[config.mk]
export PLATFORM = sky130hd
export DESIGN_NAME = cpc_power_config
export DESIGN_NICKNAME = d
export VERILOG_FILES = /design/src/hdl/cpc_sync.v /design/src/hdl/cpc_power_config.v
export VERILOG_INCLUDE_DIRS = /design/src /design/src/hdl
export SDC_FILE = /design/constraint.sdc
export NUM_CORES = 1
export LEC_CHECK = 0
export BUFFER_PORTS_ARGS = -buffer_cell sky130_fd_sc_hd__buf_2
export CORE_ASPECT_RATIO = 2
export CORE_UTILIZATION = 25
export CTS_BUF_LIST = sky130_fd_sc_hd__clkbuf_2 sky130_fd_sc_hd__clkbuf_4 sky130_fd_sc_hd__clkbuf_8
export DETAILED_ROUTE_END_ITERATION = 10
export PLACE_DENSITY = 0.44
export SYNTH_ARGS = -nofsm -noshare
export SYNTH_HDL_FRONTEND = slang
export SYNTH_SLANG_ARGS = --single-unit
[constraint.sdc]
create_clock -name MCLK_IN -period 3 [get_ports MCLK_IN]
set_input_delay 0 -clock MCLK_IN [delete_from_list [all_inputs] [get_ports MCLK_IN]]
set_output_delay 0 -clock MCLK_IN [all_outputs]
set_load 0.005 [all_outputs]
[src/hdl/cpc_regs.vh]
// Register offsets, field positions, reset values and timing counts of the power configuration block.
`ifndef CPC_REGS_VH
`define CPC_REGS_VH

`define CPC_ADDR_CONFIG      5'h1C
`define CPC_ADDR_RSVD_29     5'h1D
`define CPC_ADDR_RSVD_30     5'h1E
`define CPC_ADDR_RSVD_31     5'h1F
`define CPC_ADDR_STATUS      5'h00

`define CPC_CONFIG_RESET     16'hC400
`define CPC_RSVD_RESET       16'h0000

`define CPC_BIT_PDN_REQ      15
`define CPC_BIT_AUTOCAL      14
`define CPC_BIT_CGEN3        13
`define CPC_BIT_CGEN2        12
`define CPC_BIT_CGEN1        11
`define CPC_BIT_CLKO_EN      10
`define CPC_BIT_XCTL_HI      9
`define CPC_BIT_XCTL_LO      8
`define CPC_BIT_CONVERSION_CLOCK_THREE_PIN_EN     7
`define CPC_BIT_BCLK3_EN     6
`define CPC_BIT_CONVERSION_CLOCK_TWO_PIN_EN     5
`define CPC_BIT_BCLK2_EN     4
`define CPC_BIT_CONVERSION_CLOCK_ONE_PIN_EN     3
`define CPC_BIT_BCLK1_EN     2
`define CPC_BIT_LINR_DIFF    1
`define CPC_BIT_LINL_DIFF    0
`define CPC_BIT_STATUS_PDN   14

`define CPC_CLK_HZ           25000000
`define CPC_PDN_TIME_US      5000
`define CPC_PUP_TIME_US      470000
`define CPC_CAL_TIME_US      4000
`define CPC_PDN_CYCLES       ((`CPC_PDN_TIME_US) * (`CPC_CLK_HZ / 1000000))
`define CPC_PUP_CYCLES       ((`CPC_PUP_TIME_US) * (`CPC_CLK_HZ / 1000000))
`define CPC_CAL_CYCLES       ((`CPC_CAL_TIME_US) * (`CPC_CLK_HZ / 1000000))

`endif

[src/hdl/cpc_sync.v]
// Two-stage synchroniser for a single level from outside the clock domain.
`default_nettype none
module cpc_sync
#(
	parameter RESET_VAL = 1'b0
)
(
	input  wire clk_in,
	input  wire rst_n_in,
	input  wire d_in,
	output wire q_out
);
	reg stage1_ff;
	reg stage2_ff;

	always @(posedge clk_in or negedge rst_n_in)
	begin
		if (!rst_n_in)
		begin
			stage1_ff <= RESET_VAL;
			stage2_ff <= RESET_VAL;
		end
		else
		begin
			stage1_ff <= d_in;
			stage2_ff <= stage1_ff;
		end
	end

	assign q_out = stage2_ff;
endmodule
`default_nettype wire

[src/hdl/cpc_power_config.v]
// Fundamental configuration register and converter power-down sequencer.
`include "cpc_regs.vh"
`default_nettype none
module cpc_power_config
#(
	parameter integer PDN_CYCLES = `CPC_PDN_CYCLES,
	parameter integer PUP_CYCLES = `CPC_PUP_CYCLES,
	parameter integer CAL_CYCLES = `CPC_CAL_CYCLES
)
(
	input  wire        MCLK_IN,
	input  wire        RESET_N_IN,
	input  wire        HARD_POWERDOWN_PIN_N_IN,
	input  wire        WR_EN_IN,
	input  wire        RD_EN_IN,
	input  wire [4:0]  ADDR_IN,
	input  wire [15:0] WDATA_IN,
	input  wire        CLOCK_OUT_SRC_IN,
	input  wire [2:0]  CONV_CLOCK_SRC_IN,
	input  wire [2:0]  BIT_CLOCK_SRC_IN,
	output reg  [15:0] RDATA_OUT,
	output reg         RDATA_VALID_OUT,
	output reg         POWERDOWN_STATE_FLAG_OUT,
	output reg         SEQ_BUSY_OUT,
	output reg         CHANNELS_POWERDOWN_OUT,
	output reg         AUTOCAL_ACTIVE_OUT,
	output reg         SERIAL_IF_POWERDOWN_OUT,
	output reg         OSC_POWERDOWN_OUT,
	output reg  [2:0]  CLOCK_GEN_ENABLE_OUT,
	output reg         CLOCK_OUT_PIN_OUT,
	output reg         CLOCK_OUT_PIN_OE_OUT,
	output reg  [2:0]  CONVERSION_CLOCK_PIN_OUT,
	output reg  [2:0]  CONVERSION_CLOCK_PIN_OE_OUT,
	output reg  [2:0]  SERIAL_BIT_CLOCK_PIN_OUT,
	output reg  [2:0]  SERIAL_BIT_CLOCK_PIN_OE_OUT,
	output reg         EXT_CTRL_OUT_HIGH_OUT,
	output reg         EXT_CTRL_OUT_LOW_OUT,
	output reg         LINE_IN_RIGHT_DIFF_SELECT_OUT,
	output reg         LINE_IN_LEFT_DIFF_SELECT_OUT
);
	localparam [3:0] ST_UP   = 4'b0001;
	localparam [3:0] ST_DOWN = 4'b0010;
	localparam [3:0] ST_GOUP = 4'b0100;
	localparam [3:0] ST_DOWN_DONE = 4'b1000;
	localparam [15:0] CFG_DEFAULT = `CPC_CONFIG_RESET;

	////////////////////////////////////////////////////////////////////////////////
	// Hard power-down pin is asynchronous to the crystal clock.
	wire hard_pd_n_sync;

	cpc_sync #(.RESET_VAL(1'b0)) u_pd_sync
	(
		.clk_in   (MCLK_IN),
		.rst_n_in (RESET_N_IN),
		.d_in     (HARD_POWERDOWN_PIN_N_IN),
		.q_out    (hard_pd_n_sync)
	);

	wire hard_pd = ~hard_pd_n_sync;

	function [23:0] seq_len;
		input integer cycles;
		begin
			seq_len = cycles[23:0];
		end
	endfunction

	// The status bit counts the whole power-up wait as still powered down.
	function is_pd_state;
		input [3:0] st;
		begin
			is_pd_state = (st == ST_DOWN_DONE) || (st == ST_GOUP);
		end
	endfunction

	// Gathers three enable fields, highest channel first, into one pin-enable word.
	function [2:0] pick3;
		input [15:0]  cfg;
		input integer hi;
		input integer mid;
		input integer lo;
		begin
			pick3 = {cfg[hi], cfg[mid], cfg[lo]};
		end
	endfunction

	////////////////////////////////////////////////////////////////////////////////
	reg  [15:0] config_ff;
	reg  [15:0] rsvd29_ff;
	reg  [15:0] rsvd30_ff;
	reg  [15:0] rsvd31_ff;
	reg  [3:0]  state_ff;
	reg  [23:0] count_ff;
	reg         pending_ff;
	reg         exited_once_ff;
	reg         force_cal_ff;
	reg         cal_run_ff;

	reg  [15:0] nxt_config;
	reg  [3:0]  nxt_state;
	reg  [23:0] nxt_count;
	reg         nxt_pending;
	reg         nxt_exited_once;
	reg         nxt_force_cal;
	reg         nxt_cal_run;

	wire wr_cfg = WR_EN_IN && (ADDR_IN == `CPC_ADDR_CONFIG);
	wire req_now = config_ff[`CPC_BIT_PDN_REQ];
	wire req_wr  = WDATA_IN[`CPC_BIT_PDN_REQ];

	always @*
	begin
		nxt_config      = config_ff;
		nxt_state       = state_ff;
		nxt_count       = count_ff;
		nxt_pending     = pending_ff;
		nxt_exited_once = exited_once_ff;
		nxt_force_cal   = force_cal_ff;
		nxt_cal_run     = cal_run_ff;
		if (wr_cfg)
		begin
			// Request bit only changes when no transition is in flight.
			nxt_config[13:0] = WDATA_IN[13:0];
			if (!pending_ff)
				nxt_config[`CPC_BIT_PDN_REQ] = req_wr;
			// Autocal bit locked until the device has come out of power-down once.
			if (exited_once_ff)
				nxt_config[`CPC_BIT_AUTOCAL] = WDATA_IN[`CPC_BIT_AUTOCAL];
		end
		if (nxt_count != 24'h00_0000)
			nxt_count = count_ff - 24'h00_0001;
		case (state_ff)
			ST_UP:
			begin
				if (wr_cfg && !pending_ff && req_wr && !req_now)
				begin
					nxt_state   = ST_DOWN;
					nxt_count   = seq_len(PDN_CYCLES);
					nxt_pending = 1'b1;
				end
			end
			ST_DOWN:
			begin
				if (count_ff == 24'h00_0000)
				begin
					nxt_state   = ST_DOWN_DONE;
					nxt_pending = 1'b0;
				end
			end
			ST_DOWN_DONE:
			begin
				if (wr_cfg && !req_wr && req_now)
				begin
					nxt_state   = ST_GOUP;
					nxt_pending = 1'b1;
					// Autocal on exit when enabled, or once after reset or hard pin.
					nxt_cal_run = config_ff[`CPC_BIT_AUTOCAL] || force_cal_ff;
					nxt_count   = nxt_cal_run ? seq_len(PUP_CYCLES + CAL_CYCLES)
						: seq_len(PUP_CYCLES);
				end
			end
			ST_GOUP:
			begin
				if (count_ff == 24'h00_0000)
				begin
					nxt_state       = ST_UP;
					nxt_pending     = 1'b0;
					nxt_exited_once = 1'b1;
					nxt_force_cal   = 1'b0;
					nxt_cal_run     = 1'b0;
				end
			end
			default:
			begin
				nxt_state = ST_UP;
			end
		endcase
	end

	////////////////////////////////////////////////////////////////////////////////
	// The config default has the request bit set, so the block leaves reset powered down.
	always @(posedge MCLK_IN or negedge RESET_N_IN)
	begin
		if (!RESET_N_IN)
		begin
			config_ff      <= `CPC_CONFIG_RESET;
			rsvd29_ff      <= `CPC_RSVD_RESET;
			rsvd30_ff      <= `CPC_RSVD_RESET;
			rsvd31_ff      <= `CPC_RSVD_RESET;
			state_ff       <= ST_DOWN_DONE;
			count_ff       <= 24'h00_0000;
			pending_ff     <= 1'b0;
			exited_once_ff <= 1'b0;
			force_cal_ff   <= 1'b1;
			cal_run_ff     <= 1'b0;
		end
		else if (hard_pd)
		begin
			config_ff      <= `CPC_CONFIG_RESET;
			rsvd29_ff      <= `CPC_RSVD_RESET;
			rsvd30_ff      <= `CPC_RSVD_RESET;
			rsvd31_ff      <= `CPC_RSVD_RESET;
			state_ff       <= ST_DOWN_DONE;
			count_ff       <= 24'h00_0000;
			pending_ff     <= 1'b0;
			exited_once_ff <= 1'b0;
			force_cal_ff   <= 1'b1;
			cal_run_ff     <= 1'b0;
		end
		else
		begin
			config_ff      <= nxt_config;
			// Reserved words keep their default; software must write zero there.
			rsvd29_ff      <= `CPC_RSVD_RESET;
			rsvd30_ff      <= `CPC_RSVD_RESET;
			rsvd31_ff      <= `CPC_RSVD_RESET;
			state_ff       <= nxt_state;
			count_ff       <= nxt_count;
			pending_ff     <= nxt_pending;
			exited_once_ff <= nxt_exited_once;
			force_cal_ff   <= nxt_force_cal;
			cal_run_ff     <= nxt_cal_run;
		end
	end

	////////////////////////////////////////////////////////////////////////////////
	reg [15:0] rd_mux;

	always @*
	begin
		case (ADDR_IN)
			`CPC_ADDR_STATUS:
			begin
				rd_mux = 16'h0000;
				rd_mux[`CPC_BIT_STATUS_PDN] = is_pd_state(state_ff);
			end
			`CPC_ADDR_CONFIG:  rd_mux = config_ff;
			`CPC_ADDR_RSVD_29: rd_mux = rsvd29_ff;
			`CPC_ADDR_RSVD_30: rd_mux = rsvd30_ff;
			`CPC_ADDR_RSVD_31: rd_mux = rsvd31_ff;
			default:           rd_mux = 16'h0000;
		endcase
	end

	wire pd_flag = is_pd_state(nxt_state);

	// While the hard pin holds the block, the field outputs show the held default at once
	// instead of lagging one cycle behind the register clear.
	wire [15:0] eff_cfg = hard_pd ? CFG_DEFAULT : nxt_config;

	////////////////////////////////////////////////////////////////////////////////
	// Read port and sequencer status.
	always @(posedge MCLK_IN or negedge RESET_N_IN)
	begin
		if (!RESET_N_IN)
		begin
			RDATA_OUT                     <= 16'h0000;
			RDATA_VALID_OUT               <= 1'b0;
			POWERDOWN_STATE_FLAG_OUT      <= 1'b1;
			SEQ_BUSY_OUT                  <= 1'b0;
			CHANNELS_POWERDOWN_OUT        <= 1'b1;
			AUTOCAL_ACTIVE_OUT            <= 1'b0;
			SERIAL_IF_POWERDOWN_OUT       <= 1'b1;
			OSC_POWERDOWN_OUT             <= 1'b1;
		end
		else
		begin
			RDATA_OUT                     <= RD_EN_IN ? rd_mux : 16'h0000;
			RDATA_VALID_OUT               <= RD_EN_IN;
			POWERDOWN_STATE_FLAG_OUT      <= hard_pd | pd_flag;
			SEQ_BUSY_OUT                  <= ~hard_pd & nxt_pending;
			CHANNELS_POWERDOWN_OUT        <= hard_pd | (nxt_state != ST_UP);
			AUTOCAL_ACTIVE_OUT            <= ~hard_pd & nxt_cal_run;
			SERIAL_IF_POWERDOWN_OUT       <= hard_pd;
			OSC_POWERDOWN_OUT             <= hard_pd;
		end
	end

	////////////////////////////////////////////////////////////////////////////////
	// Configuration fields that leave the block as levels.
	always @(posedge MCLK_IN or negedge RESET_N_IN)
	begin
		if (!RESET_N_IN)
		begin
			CLOCK_GEN_ENABLE_OUT          <= 3'h0;
			EXT_CTRL_OUT_HIGH_OUT         <= 1'b0;
			EXT_CTRL_OUT_LOW_OUT          <= 1'b0;
			LINE_IN_RIGHT_DIFF_SELECT_OUT <= 1'b0;
			LINE_IN_LEFT_DIFF_SELECT_OUT  <= 1'b0;
		end
		else
		begin
			CLOCK_GEN_ENABLE_OUT          <= eff_cfg[`CPC_BIT_CGEN3:`CPC_BIT_CGEN1];
			EXT_CTRL_OUT_HIGH_OUT         <= eff_cfg[`CPC_BIT_XCTL_HI];
			EXT_CTRL_OUT_LOW_OUT          <= eff_cfg[`CPC_BIT_XCTL_LO];
			LINE_IN_RIGHT_DIFF_SELECT_OUT <= eff_cfg[`CPC_BIT_LINR_DIFF];
			LINE_IN_LEFT_DIFF_SELECT_OUT  <= eff_cfg[`CPC_BIT_LINL_DIFF];
		end
	end

	////////////////////////////////////////////////////////////////////////////////
	// Pin drivers: clock sources are retimed by one flop, enables follow their fields.
	always @(posedge MCLK_IN or negedge RESET_N_IN)
	begin
		if (!RESET_N_IN)
		begin
			CLOCK_OUT_PIN_OUT             <= 1'b0;
			// The default word has the clock-out field set, so that pin drives from reset.
			CLOCK_OUT_PIN_OE_OUT          <= CFG_DEFAULT[`CPC_BIT_CLKO_EN];
			CONVERSION_CLOCK_PIN_OUT      <= 3'h0;
			CONVERSION_CLOCK_PIN_OE_OUT   <= 3'h0;
			SERIAL_BIT_CLOCK_PIN_OUT      <= 3'h0;
			SERIAL_BIT_CLOCK_PIN_OE_OUT   <= 3'h0;
		end
		else
		begin
			CLOCK_OUT_PIN_OUT             <= CLOCK_OUT_SRC_IN;
			CLOCK_OUT_PIN_OE_OUT          <= eff_cfg[`CPC_BIT_CLKO_EN];
			CONVERSION_CLOCK_PIN_OUT      <= CONV_CLOCK_SRC_IN;
			CONVERSION_CLOCK_PIN_OE_OUT   <= pick3(eff_cfg, `CPC_BIT_CONVERSION_CLOCK_THREE_PIN_EN,
				`CPC_BIT_CONVERSION_CLOCK_TWO_PIN_EN, `CPC_BIT_CONVERSION_CLOCK_ONE_PIN_EN);
			SERIAL_BIT_CLOCK_PIN_OUT      <= BIT_CLOCK_SRC_IN;
			SERIAL_BIT_CLOCK_PIN_OE_OUT   <= pick3(eff_cfg, `CPC_BIT_BCLK3_EN,
				`CPC_BIT_BCLK2_EN, `CPC_BIT_BCLK1_EN);
		end
	end
endmodule
`default_nettype wire

=== Word-level counts from Yosys, hierarchy flattened ===
Cells that the tools add are included.

* Reduce and logical (&&, ||, !) cells: 19
* $mul: 0
* Order comparisons: 0
* Shift operators: 0
* Equality and inequality tests: 13
* $add $sub $neg: 1
* Multiplexer cells: 33
* Bitwise gates (word level): 5
* Div/mod/pow operators: 0

{| class="wikitable"
|+ Operators with widths
! cell !! number
|-
| 2-to-1 mux 24 bit || 4
|-
| 2-to-1 mux 16 bit || 3
|-
| case mux 24 bit (2 select lines) || 1
|-
| case mux 16 bit (2 select lines) || 1
|-
| logical NOT 24 bit || 1
|-
| nonzero test 24 bit || 1
|-
| subtractor 24 x 1 -> 24 bit, second input constant || 1
|-
| 2-to-1 mux 4 bit || 5
|-
| 2-to-1 mux 19 bit || 1
|-
| case mux 4 bit (4 select lines) || 1
|-
| 2-to-1 mux 1 bit || 15
|-
| != test 2 bit, second input constant || 5
|-
| equality test 4 x 3 -> 1 bit, second input constant || 2
|-
| equality test 4 bit, second input constant || 2
|-
| logical AND 1 bit || 6
|-
| AND reduction 2 bit || 3
|-
| equality test 5 bit, second input constant || 1
|-
| logical NOT 5 bit || 1
|-
| equality test 4 x 1 -> 1 bit, second input constant || 1
|-
| equality test 4 x 2 -> 1 bit, second input constant || 1
|-
| != test 4 x 1 -> 1 bit, second input constant || 1
|-
| logical NOT 1 bit || 3
|-
| logical OR 1 bit || 3
|-
| case mux 1 bit (3 select lines) || 1
|-
| 5 further kinds || 7
|}

* Word-level logic and storage cells: 100
* Flip-flop bits (word level): 93
* Memory bits (read-only): 0
* Latch bits: 0
* Memory bits (writable): 0
* Memories: 0
* Output and inout bits: 44

=== Depth between registers and ports, before layout ===
Gate-level depths: netlist (run 1).

* Word-level depth: 10
* Mapped depth: 9
* Depth with buffers taken out: 7

=== By module ===
From an unflattened synthesis (run 1), not the netlist that was laid out.

* Cells, all modules: 341
* Area, all modules: 3,474.6 um^2

{| class="wikitable"
|+ By module, submodules not included
! module !! times used !! area each (um^2) !! cells each !! sequential area each (um^2)
|-
| cpc_power_config || 1 || 3,424.5 || 339 || 1,886.8
|-
| cpc_sync || 1 || 50.0 || 2 || 50.0
|}

=== Worst setup path before layout (run 1) ===
No wires, ideal clock.

* Path kind: register -> register
* From: reg count_ff[0]
* To: reg count_ff[20]
* Buffers on the path: 1
* Setup time: 82 ps
* Clock period less this slack: 2,172 ps
* Cell stages (with the launch flop): 9
* Arrival time: 2,091 ps
* Path slack: 828 ps
* Cells stage by stage: dfrtp_1 > inv_1 > ha_1 > or3b_2 > buf_4 > nor3_4 > nand3_1 > or4_1 > a31oi_1

* Word-level cells in the longest chain between the ends: 5
* Elaborated cells on any way between the ends: 7
* Classes of those cells: 1 x add/sub; 5 x mux; 1 x reduce/logical

{| class="wikitable"
|+ RTL lines
! what !! RTL line !! text
|-
| start, declared || cpc_power_config.v:93 || <nowiki>reg [23:0] count_ff;</nowiki>
|-
| start signal, assigned || cpc_power_config.v:218 || <nowiki>count_ff <= nxt_count;</nowiki>
|-
| subtractor 24 x 1 -> 24 bit or nonzero test 24 bit (tied branches) || cpc_power_config.v:131, cpc_power_config.v:130 ||
|-
| 2-to-1 mux 24 bit * || cpc_power_config.v:130 || <nowiki>if (nxt_count != 24'h00_0000)</nowiki>
|-
| 2-to-1 mux 24 bit (on tied branches) || cpc_power_config.v:152, cpc_power_config.v:135 ||
|-
| case mux 24 bit (2 select lines) * || cpc_power_config.v:132 || <nowiki>case (state_ff)</nowiki>
|-
| 2-to-1 mux 24 bit * || cpc_power_config.v:197 || <nowiki>else if (hard_pd)</nowiki>
|}

Mark *: on every way between the ends. The rest lies on a longest branch, timed or not.
A chain may end at the register's enable or synchronous reset.

=== Worst setup path after layout (run 1) ===
Same ends and word-level chain as after synthesis.

==> results of run 1 <==
-- logic make-up (layout without fill, tap and decap cells) --
family	Yosys count	in the layout
simple gates	141	141
compound gates	66	66
buf+inv	32	133
xor+xnor	18	18
flops	77	77
fa+ha+maj	1	1
-- layer usage --
metal	wire length (um)	GRT usage (%)	vias up
met4	438	9.13	0
met1	3460	13.4	1381
met3	268	2.53	25
met2	5260	26.4	77
met5	0	0	-
li1	-	-	1363
-- sequential cells by signal, summed over array words and instances (netlist names) --
register,flops
AUTOCAL_ACTIVE_OUT,1
CHANNELS_POWERDOWN_OUT,1
CLOCK_GEN_ENABLE_OUT,2
CLOCK_OUT_PIN_OUT,1
CONVERSION_CLOCK_PIN_OE_OUT,2
CONVERSION_CLOCK_PIN_OUT,3
OSC_POWERDOWN_OUT,1
POWERDOWN_STATE_FLAG_OUT,1
RDATA_OUT,16
RDATA_VALID_OUT,1
SEQ_BUSY_OUT,1
SERIAL_BIT_CLOCK_PIN_OE_OUT,2
SERIAL_BIT_CLOCK_PIN_OUT,3
config_ff,10
count_ff,24
exited_once_ff,1
force_cal_ff,1
state_ff,4
u_pd_sync.q_out,1
u_pd_sync.stage1_ff,1
-- where the power goes --
| part | leakage (nW) | internal (mW) | switching (mW) |
|---|---|---|---|
| combinational | 0.951 | 0.552 | 0.827 |
| sequential | 1.01 | 1.16 | 0.148 |
| clock | 0.0790 | 0.315 | 0.417 |
-- cell usage in the layout (no fill, tap or decap), types with 3 or more instances in the layout --
cell           instances
nand2_1               43
or4_1                  4
xnor2_1                9
nand4_1                3
o211ai_1               4
clkbuf_8               9
buf_4                  6
dlygate4sd3_1         29
clkinvlp_4             4
o21ai_0               10
nor2_1                18
dfstp_2                8
nor4_1                 8
buf_2                 75
inv_1                  7
a31oi_1                4
nand3_1                7
nor3_1                 9
and3_1                 5
and2_1                16
a21oi_1               31
nand2b_1               3
xor2_1                 9
dfrtp_1               69
o31ai_1                4
-- worst max-delay path, cell delays in order (launching register included) --
cell and delay [ns]:
dfrtp_1 0.43, inv_1 0.08, ha_1 0.19, or3b_2 0.62
nor3_4 0.24, nand3_1 0.16, or4_1 0.44, a31oi_1 0.17
-- area by class of cell --
class	count	area [um^2]	area share (%)
tap	186	233	5.21
clock buffer	10	131	2.94
clock inverter	6	47.5	1.06
timing repair buffer	110	711	15.9
sequential	77	1940	43.3
inverter	7	26.3	0.588
multi-input combinational	226	1380	31.0
-- how the worst min path moves through the flow --
stage / startpoint / endpoint / slack (ns) / depth (start not counted)
after floorplan: RESET_N_IN / AUTOCAL_ACTIVE_OUT / -0.30 / 0
after global placement: CONV_CLOCK_SRC_IN[0] / CONVERSION_CLOCK_PIN_OUT[0] / 0.11 / 1
after detailed placement: CONV_CLOCK_SRC_IN[0] / CONVERSION_CLOCK_PIN_OUT[0] / 0.11 / 1
after CTS: ADDR_IN[0] / config_ff[14] / 0.24 / 5
after global routing: CONV_CLOCK_SRC_IN[1] / CONVERSION_CLOCK_PIN_OUT[1] / 0.28 / 2
final: ADDR_IN[0] / count_ff[23] / 0.25 / 4
-- timing repair --
| item | 4_1_cts | 5_1_grt |
|---|---|---|
| hold buffers | 29 | 0 |
| endpoints found under the hold margin | 95 | 0 |
| endpoints found under the setup margin | 0 | 0 |
==> flow_metrics.py, run 1 <==
metrics = {
    "place": {
        "dpl.hpwl_mm": 6.72,
        "port_buffers": 76,
        "gp_congestion": 0.854,
        "placed_cell_area_um2": 4000,
        "place_inst": 577,
        "dp_slack_ns": 0.610,
    },
    "synthesis": {
        "yosys-top-cells-area": "dfrtp_1 49%, dfstp_2 6.0%, nand2_1 4.6%",
        "yosys.area_share.simple_pct": 22.7,
        "ys_seq_area_share_pct": 55.2,
        "synthFlopType": "dfrtp_1",
        "syn-cell-area_um2": 3510,
        "yosysMostFrequentCell": "dfrtp_1",
        "ys_types": 54,
        "synth.top_cell.area_share_pct": 49.2,
        "synth-edff-count": 0,
        "yosysWarnings": 0,
        "async_flop_share_pct": 100,
        "syn_inst": 335,
        "muxShareOfSynthArea_pct": 0,
        "synth_top_family_by_area": "simple AND/OR/NAND/NOR gates",
        "synth_compound_area_share_pct": 11.9,
        "syn-num-nets": 369,
        "syn_avg_cell_area_um2": 10.5,
        "ys_ff_latch": 77,
        "synth_common_cells": "69 x dfrtp_1, 43 x nand2_1, 31 x a21oi_1",
        "synthAdderAreaFrac_pct": 0.357,
        "yosysTopAreaCell": "dfrtp_1",
        "synth-xor-area-share_pct": 4.49,
    },
    "detailed_routing": {
        "drt_pass1_iterations": 4,
        "wl_mm": 9.43,
        "ant_nets": 0,
        "vias": 2846,
        "drc": 0,
        "first_iter_violations": 90,
        "vias_per_cell": 4.58,
        "wl_per_cell_um": 15.2,
    },
    "floorplan": {
        "ios": 77,
        "die_x_um": 85.8,
        "start_util_pct": 25.8,
        "chipHeight_um": 170,
        "placeableCoreArea_um2": 13600,
        "rows": 60,
        "dieArea_um2": 14500,
    },
    "global_routing": {
        "grt_overflow_total": 0,
        "grt_pass1_wl_mm": 15.4,
        "grt_max_degree": 78,
        "antenna_found_initial": 0,
        "track_usage_pct": 14.0,
        "grt_pass1_vias": 3048,
    },
    "run_status": {
        "status": "finished, final reports clean",
    },
    "timing": {
        "tightest_slew_ns": 1.01,
        "rsz0062_at_grt": "false",
        "report.final.hold_viol_count": 0,
        "worst_slack_ns": 0.596,
        "drv_slew": 0,
        "hold_ws_ns": 0.253,
        "setup_viol": 0,
        "period_needed_ns": 2.40,
        "fin_crit_sh_pct": 80.1,
        "fmax_mhz": 416,
        "finalSetupTns_ns": 0,
        "skew_ns": 0.00887,
        "slew_headroom_pct": 32.8,
    },
    "critical_path": {
        "critPathCaptureType": "register",
        "crit_type": "register to register",
        "startpoint": "count_ff[0]",
        "ff2ff_setup_slack_ns": 0.60,
        "startpoint_type": "register",
        "cp.arrival_ns": 2.68,
        "r2r_cells": 7,
        "rr_endpoint": "count_ff[20]",
        "required_ns": 3.28,
        "cp-endpoint": "count_ff[20]",
        "critPathMaxFanout": 9,
        "r2r-start": "count_ff[0]",
    },
    "finish": {
        "layout.core_utilization_pct": 32.9,
        "final_net_count": 465,
        "fin_area_um2": 4470,
        "syn_to_final_growth_pct": 27.3,
        "fillCellCount": 1396,
        "fin_cells": 622,
        "drive_gt1_share_pct": 27.8,
        "antennaDiodeCount": 0,
    },
    "power_and_ir_drop": {
        "peakVddDrop_v": 0.000308,
        "p_leak_nw": 2.04,
        "finalPower_mw": 3.42,
        "powerDensity_nw_per_um2": 766,
    },
    "worst_hold_path": {
        "hold_class": "primary input to register",
    },
    "cts": {
        "ctsResizeCount": 0,
        "cts.htree.levels": 3,
        "clk_latency_ns": 0.35,
        "post_cts_buffers": 0,
        "root_buffer": "clkbuf_8",
        "cts.path.max_buffers": 2,
        "clock_sinks": 77,
        "cts_buffers": 9,
        "clk_pin_slew_ns": 0.09,
        "cts_tree": "built",
    },
    "job": {
        "cap_viol_max_count": 0,
    },
}
Note: power is estimated with default switching activity, not from simulation.
==> inputs of run 2 (changes only) <==
Clock period 3 ns to 2.25 ns, I/O delays scaled along.
==> run 2 against run 1 <==
Compared with the run above: sequential share of layout area fell by 2.5 points; critical path depth fell by 2; routed wire length rose by 1.9%; register-to-register slack got worse by 0.55 ns; largest power group unchanged; sequential cell count did not move; design area rose by 6.1%; critical endpoint is now count_ff[15]; sequential power rose by 31%; core utilization rose by 2.0 points; non-clock buffer count rose by 21; count of clock-buffer cells in the layout did not move; worst hold slack got worse by 0.16 ns.
==> flow_metrics.py, run 2 (synthesis gave the netlist of run 1 again) <==
metrics = {
    "floorplan": {
        "die_x_um": 85.8,
        "dieArea_um2": 14500,
        "start_util_pct": 25.8,
        "rows": 60,
        "chipHeight_um": 170,
        "placeableCoreArea_um2": 13600,
        "ios": 77,
    },
    "run_status": {
        "status": "finished, final reports clean",
    },
    "critical_path": {
        "ff2ff_setup_slack_ns": 0.04,
        "startpoint_type": "register",
        "rr_endpoint": "count_ff[15]",
        "cp.arrival_ns": 2.42,
        "r2r_cells": 5,
        "r2r-start": "count_ff[4]",
        "crit_type": "register to register",
        "required_ns": 2.46,
        "critPathMaxFanout": 6,
        "critPathCaptureType": "register",
    },
    "timing": {
        "setup_viol": 0,
        "tightest_slew_ns": 0.600,
        "drv_slew": 0,
        "skew_ns": 0.0119,
        "fin_crit_sh_pct": 98.0,
        "finalSetupTns_ns": 0,
        "slew_headroom_pct": 60.0,
        "report.final.hold_viol_count": 0,
        "fmax_mhz": 453,
        "hold_ws_ns": 0.0950,
        "period_needed_ns": 2.21,
    },
    "cts": {
        "cts_buffers": 9,
        "clock_sinks": 77,
        "clk_latency_ns": 0.36,
        "post_cts_buffers": 0,
        "cts.htree.levels": 3,
        "cts_tree": "built",
        "root_buffer": "clkbuf_8",
        "cts.path.max_buffers": 2,
        "clk_pin_slew_ns": 0.09,
    },
    "finish": {
        "largest_reg_flops": 24,
        "top_regs": "count_ff x24, RDATA_OUT x16, config_ff x10",
        "drive_gt1_share_pct": 31.3,
        "fin_cells": 643,
        "syn_to_final_growth_pct": 35.1,
        "regMostFlops": "count_ff",
        "layout.core_utilization_pct": 34.9,
        "final_cell_mix": "75 x buf_2, 69 x dfrtp_1, 42 x nand2_1, 31 x a21oi_1, 29 x dlygate4sd3_1",
        "antennaDiodeCount": 0,
        "final_net_count": 486,
        "final_common_cell": "buf_2",
    },
    "place": {
        "place_inst": 598,
        "dpl.hpwl_mm": 7.05,
        "port_buffers": 76,
        "gp_congestion": 0.828,
    },
    "power_and_ir_drop": {
        "p_leak_nw": 2.20,
        "powerDensity_nw_per_um2": 1100,
        "finalPower_mw": 5.21,
        "peakVddDrop_v": 0.000438,
    },
    "detailed_routing": {
        "first_iter_violations": 111,
        "vias": 2941,
        "wl_per_cell_um": 14.9,
        "drt_pass1_iterations": 4,
        "ant_nets": 0,
        "vias_per_cell": 4.57,
        "wl_mm": 9.61,
        "drc": 0,
    },
    "global_routing": {
        "track_usage_pct": 14.1,
        "grt_max_degree": 45,
        "antenna_found_initial": 0,
        "grt_pass1_vias": 2993,
        "grt_pass1_wl_mm": 15.6,
        "grt_overflow_total": 0,
    },
    "worst_hold_path": {
        "hold_path_depth": 4,
        "hold_class": "primary input to register",
        "min_from": "ADDR_IN[0]",
        "hold_path_end": "state_ff[2]",
    },
    "job": {
        "cap_viol_max_count": 0,
    },
}
==> run 2: cell count changes in the layout (fill, tap and decap cells not counted), sizes merged <==
cell,change
buf,+21
bufinv,+4
clkinv,+1
clkinvlp,-3
inv,-2
==> run 2: cell type report <==
class	instances	area, um^2
clock buffer	10	131
clock inverter	6	136
fill	1380	8850
inverter	7	26.3
multi-input combinational	226	1400
sequential	77	1940
tap	186	233
timing repair buffer	131	881
==> run 2: worst max path at each step <==
stage / from / end / slack (ns) / cells after the start
after detailed placement: count_ff[1] / count_ff[20] / 0.08 / 7
after global routing: count_ff[4] / count_ff[15] / -0.02 / 5
after CTS: count_ff[19] / count_ff[15] / 0.07 / 5
after global placement: count_ff[19] / count_ff[15] / 0.1 / 5
after floorplan: count_ff[0] / count_ff[20] / 0.08 / 8
final: count_ff[4] / count_ff[15] / 0.04 / 5
==> run 2: report_power, final <==
| part | switching (mW) | leakage (nW) | internal [mW] | total [mW] |
|---|---|---|---|---|
| Combinational | 1.19 | 1.06 | 0.890 | 2.08 |
| Sequential | 0.166 | 1.01 | 1.55 | 1.72 |
| Clock | 0.540 | 0.130 | 0.864 | 1.40 |
==> run 2: layer usage <==
layer  vias up  track usage [%]  part of all wire (%)
met1      1420             14.3                    35
met3        21             2.24                   3.6
met5         -                0                     0
met2        94             26.8                    57
met4         0             8.12                   4.1
li1       1406                -                     -
==> run 2: what timing repair did <==
action | 4_1_cts | 5_1_grt
gates resized for setup | 0 | 3
endpoints found under the hold margin | 63 | 0
endpoints found under the setup margin | 0 | 8
hold buffers | 29 | 0
==> run 2: critical path: stages, from the launching register on <==
cell and delay (ns):
dfrtp_1 0.45, or4_4 0.62, nor3_1 0.46, o31ai_4 0.17
o31ai_1 0.24, a31oi_1 0.12
==> run 2: through the flow <==
stage	cell area [um^2]	setup slack, ns
finish	4740	0.0449
global route	4740	-0.0209
CTS	4730	0.0661
detailed placement	4170	0.0826
global placement	4170	0.0974
floorplan	3510	0.0776
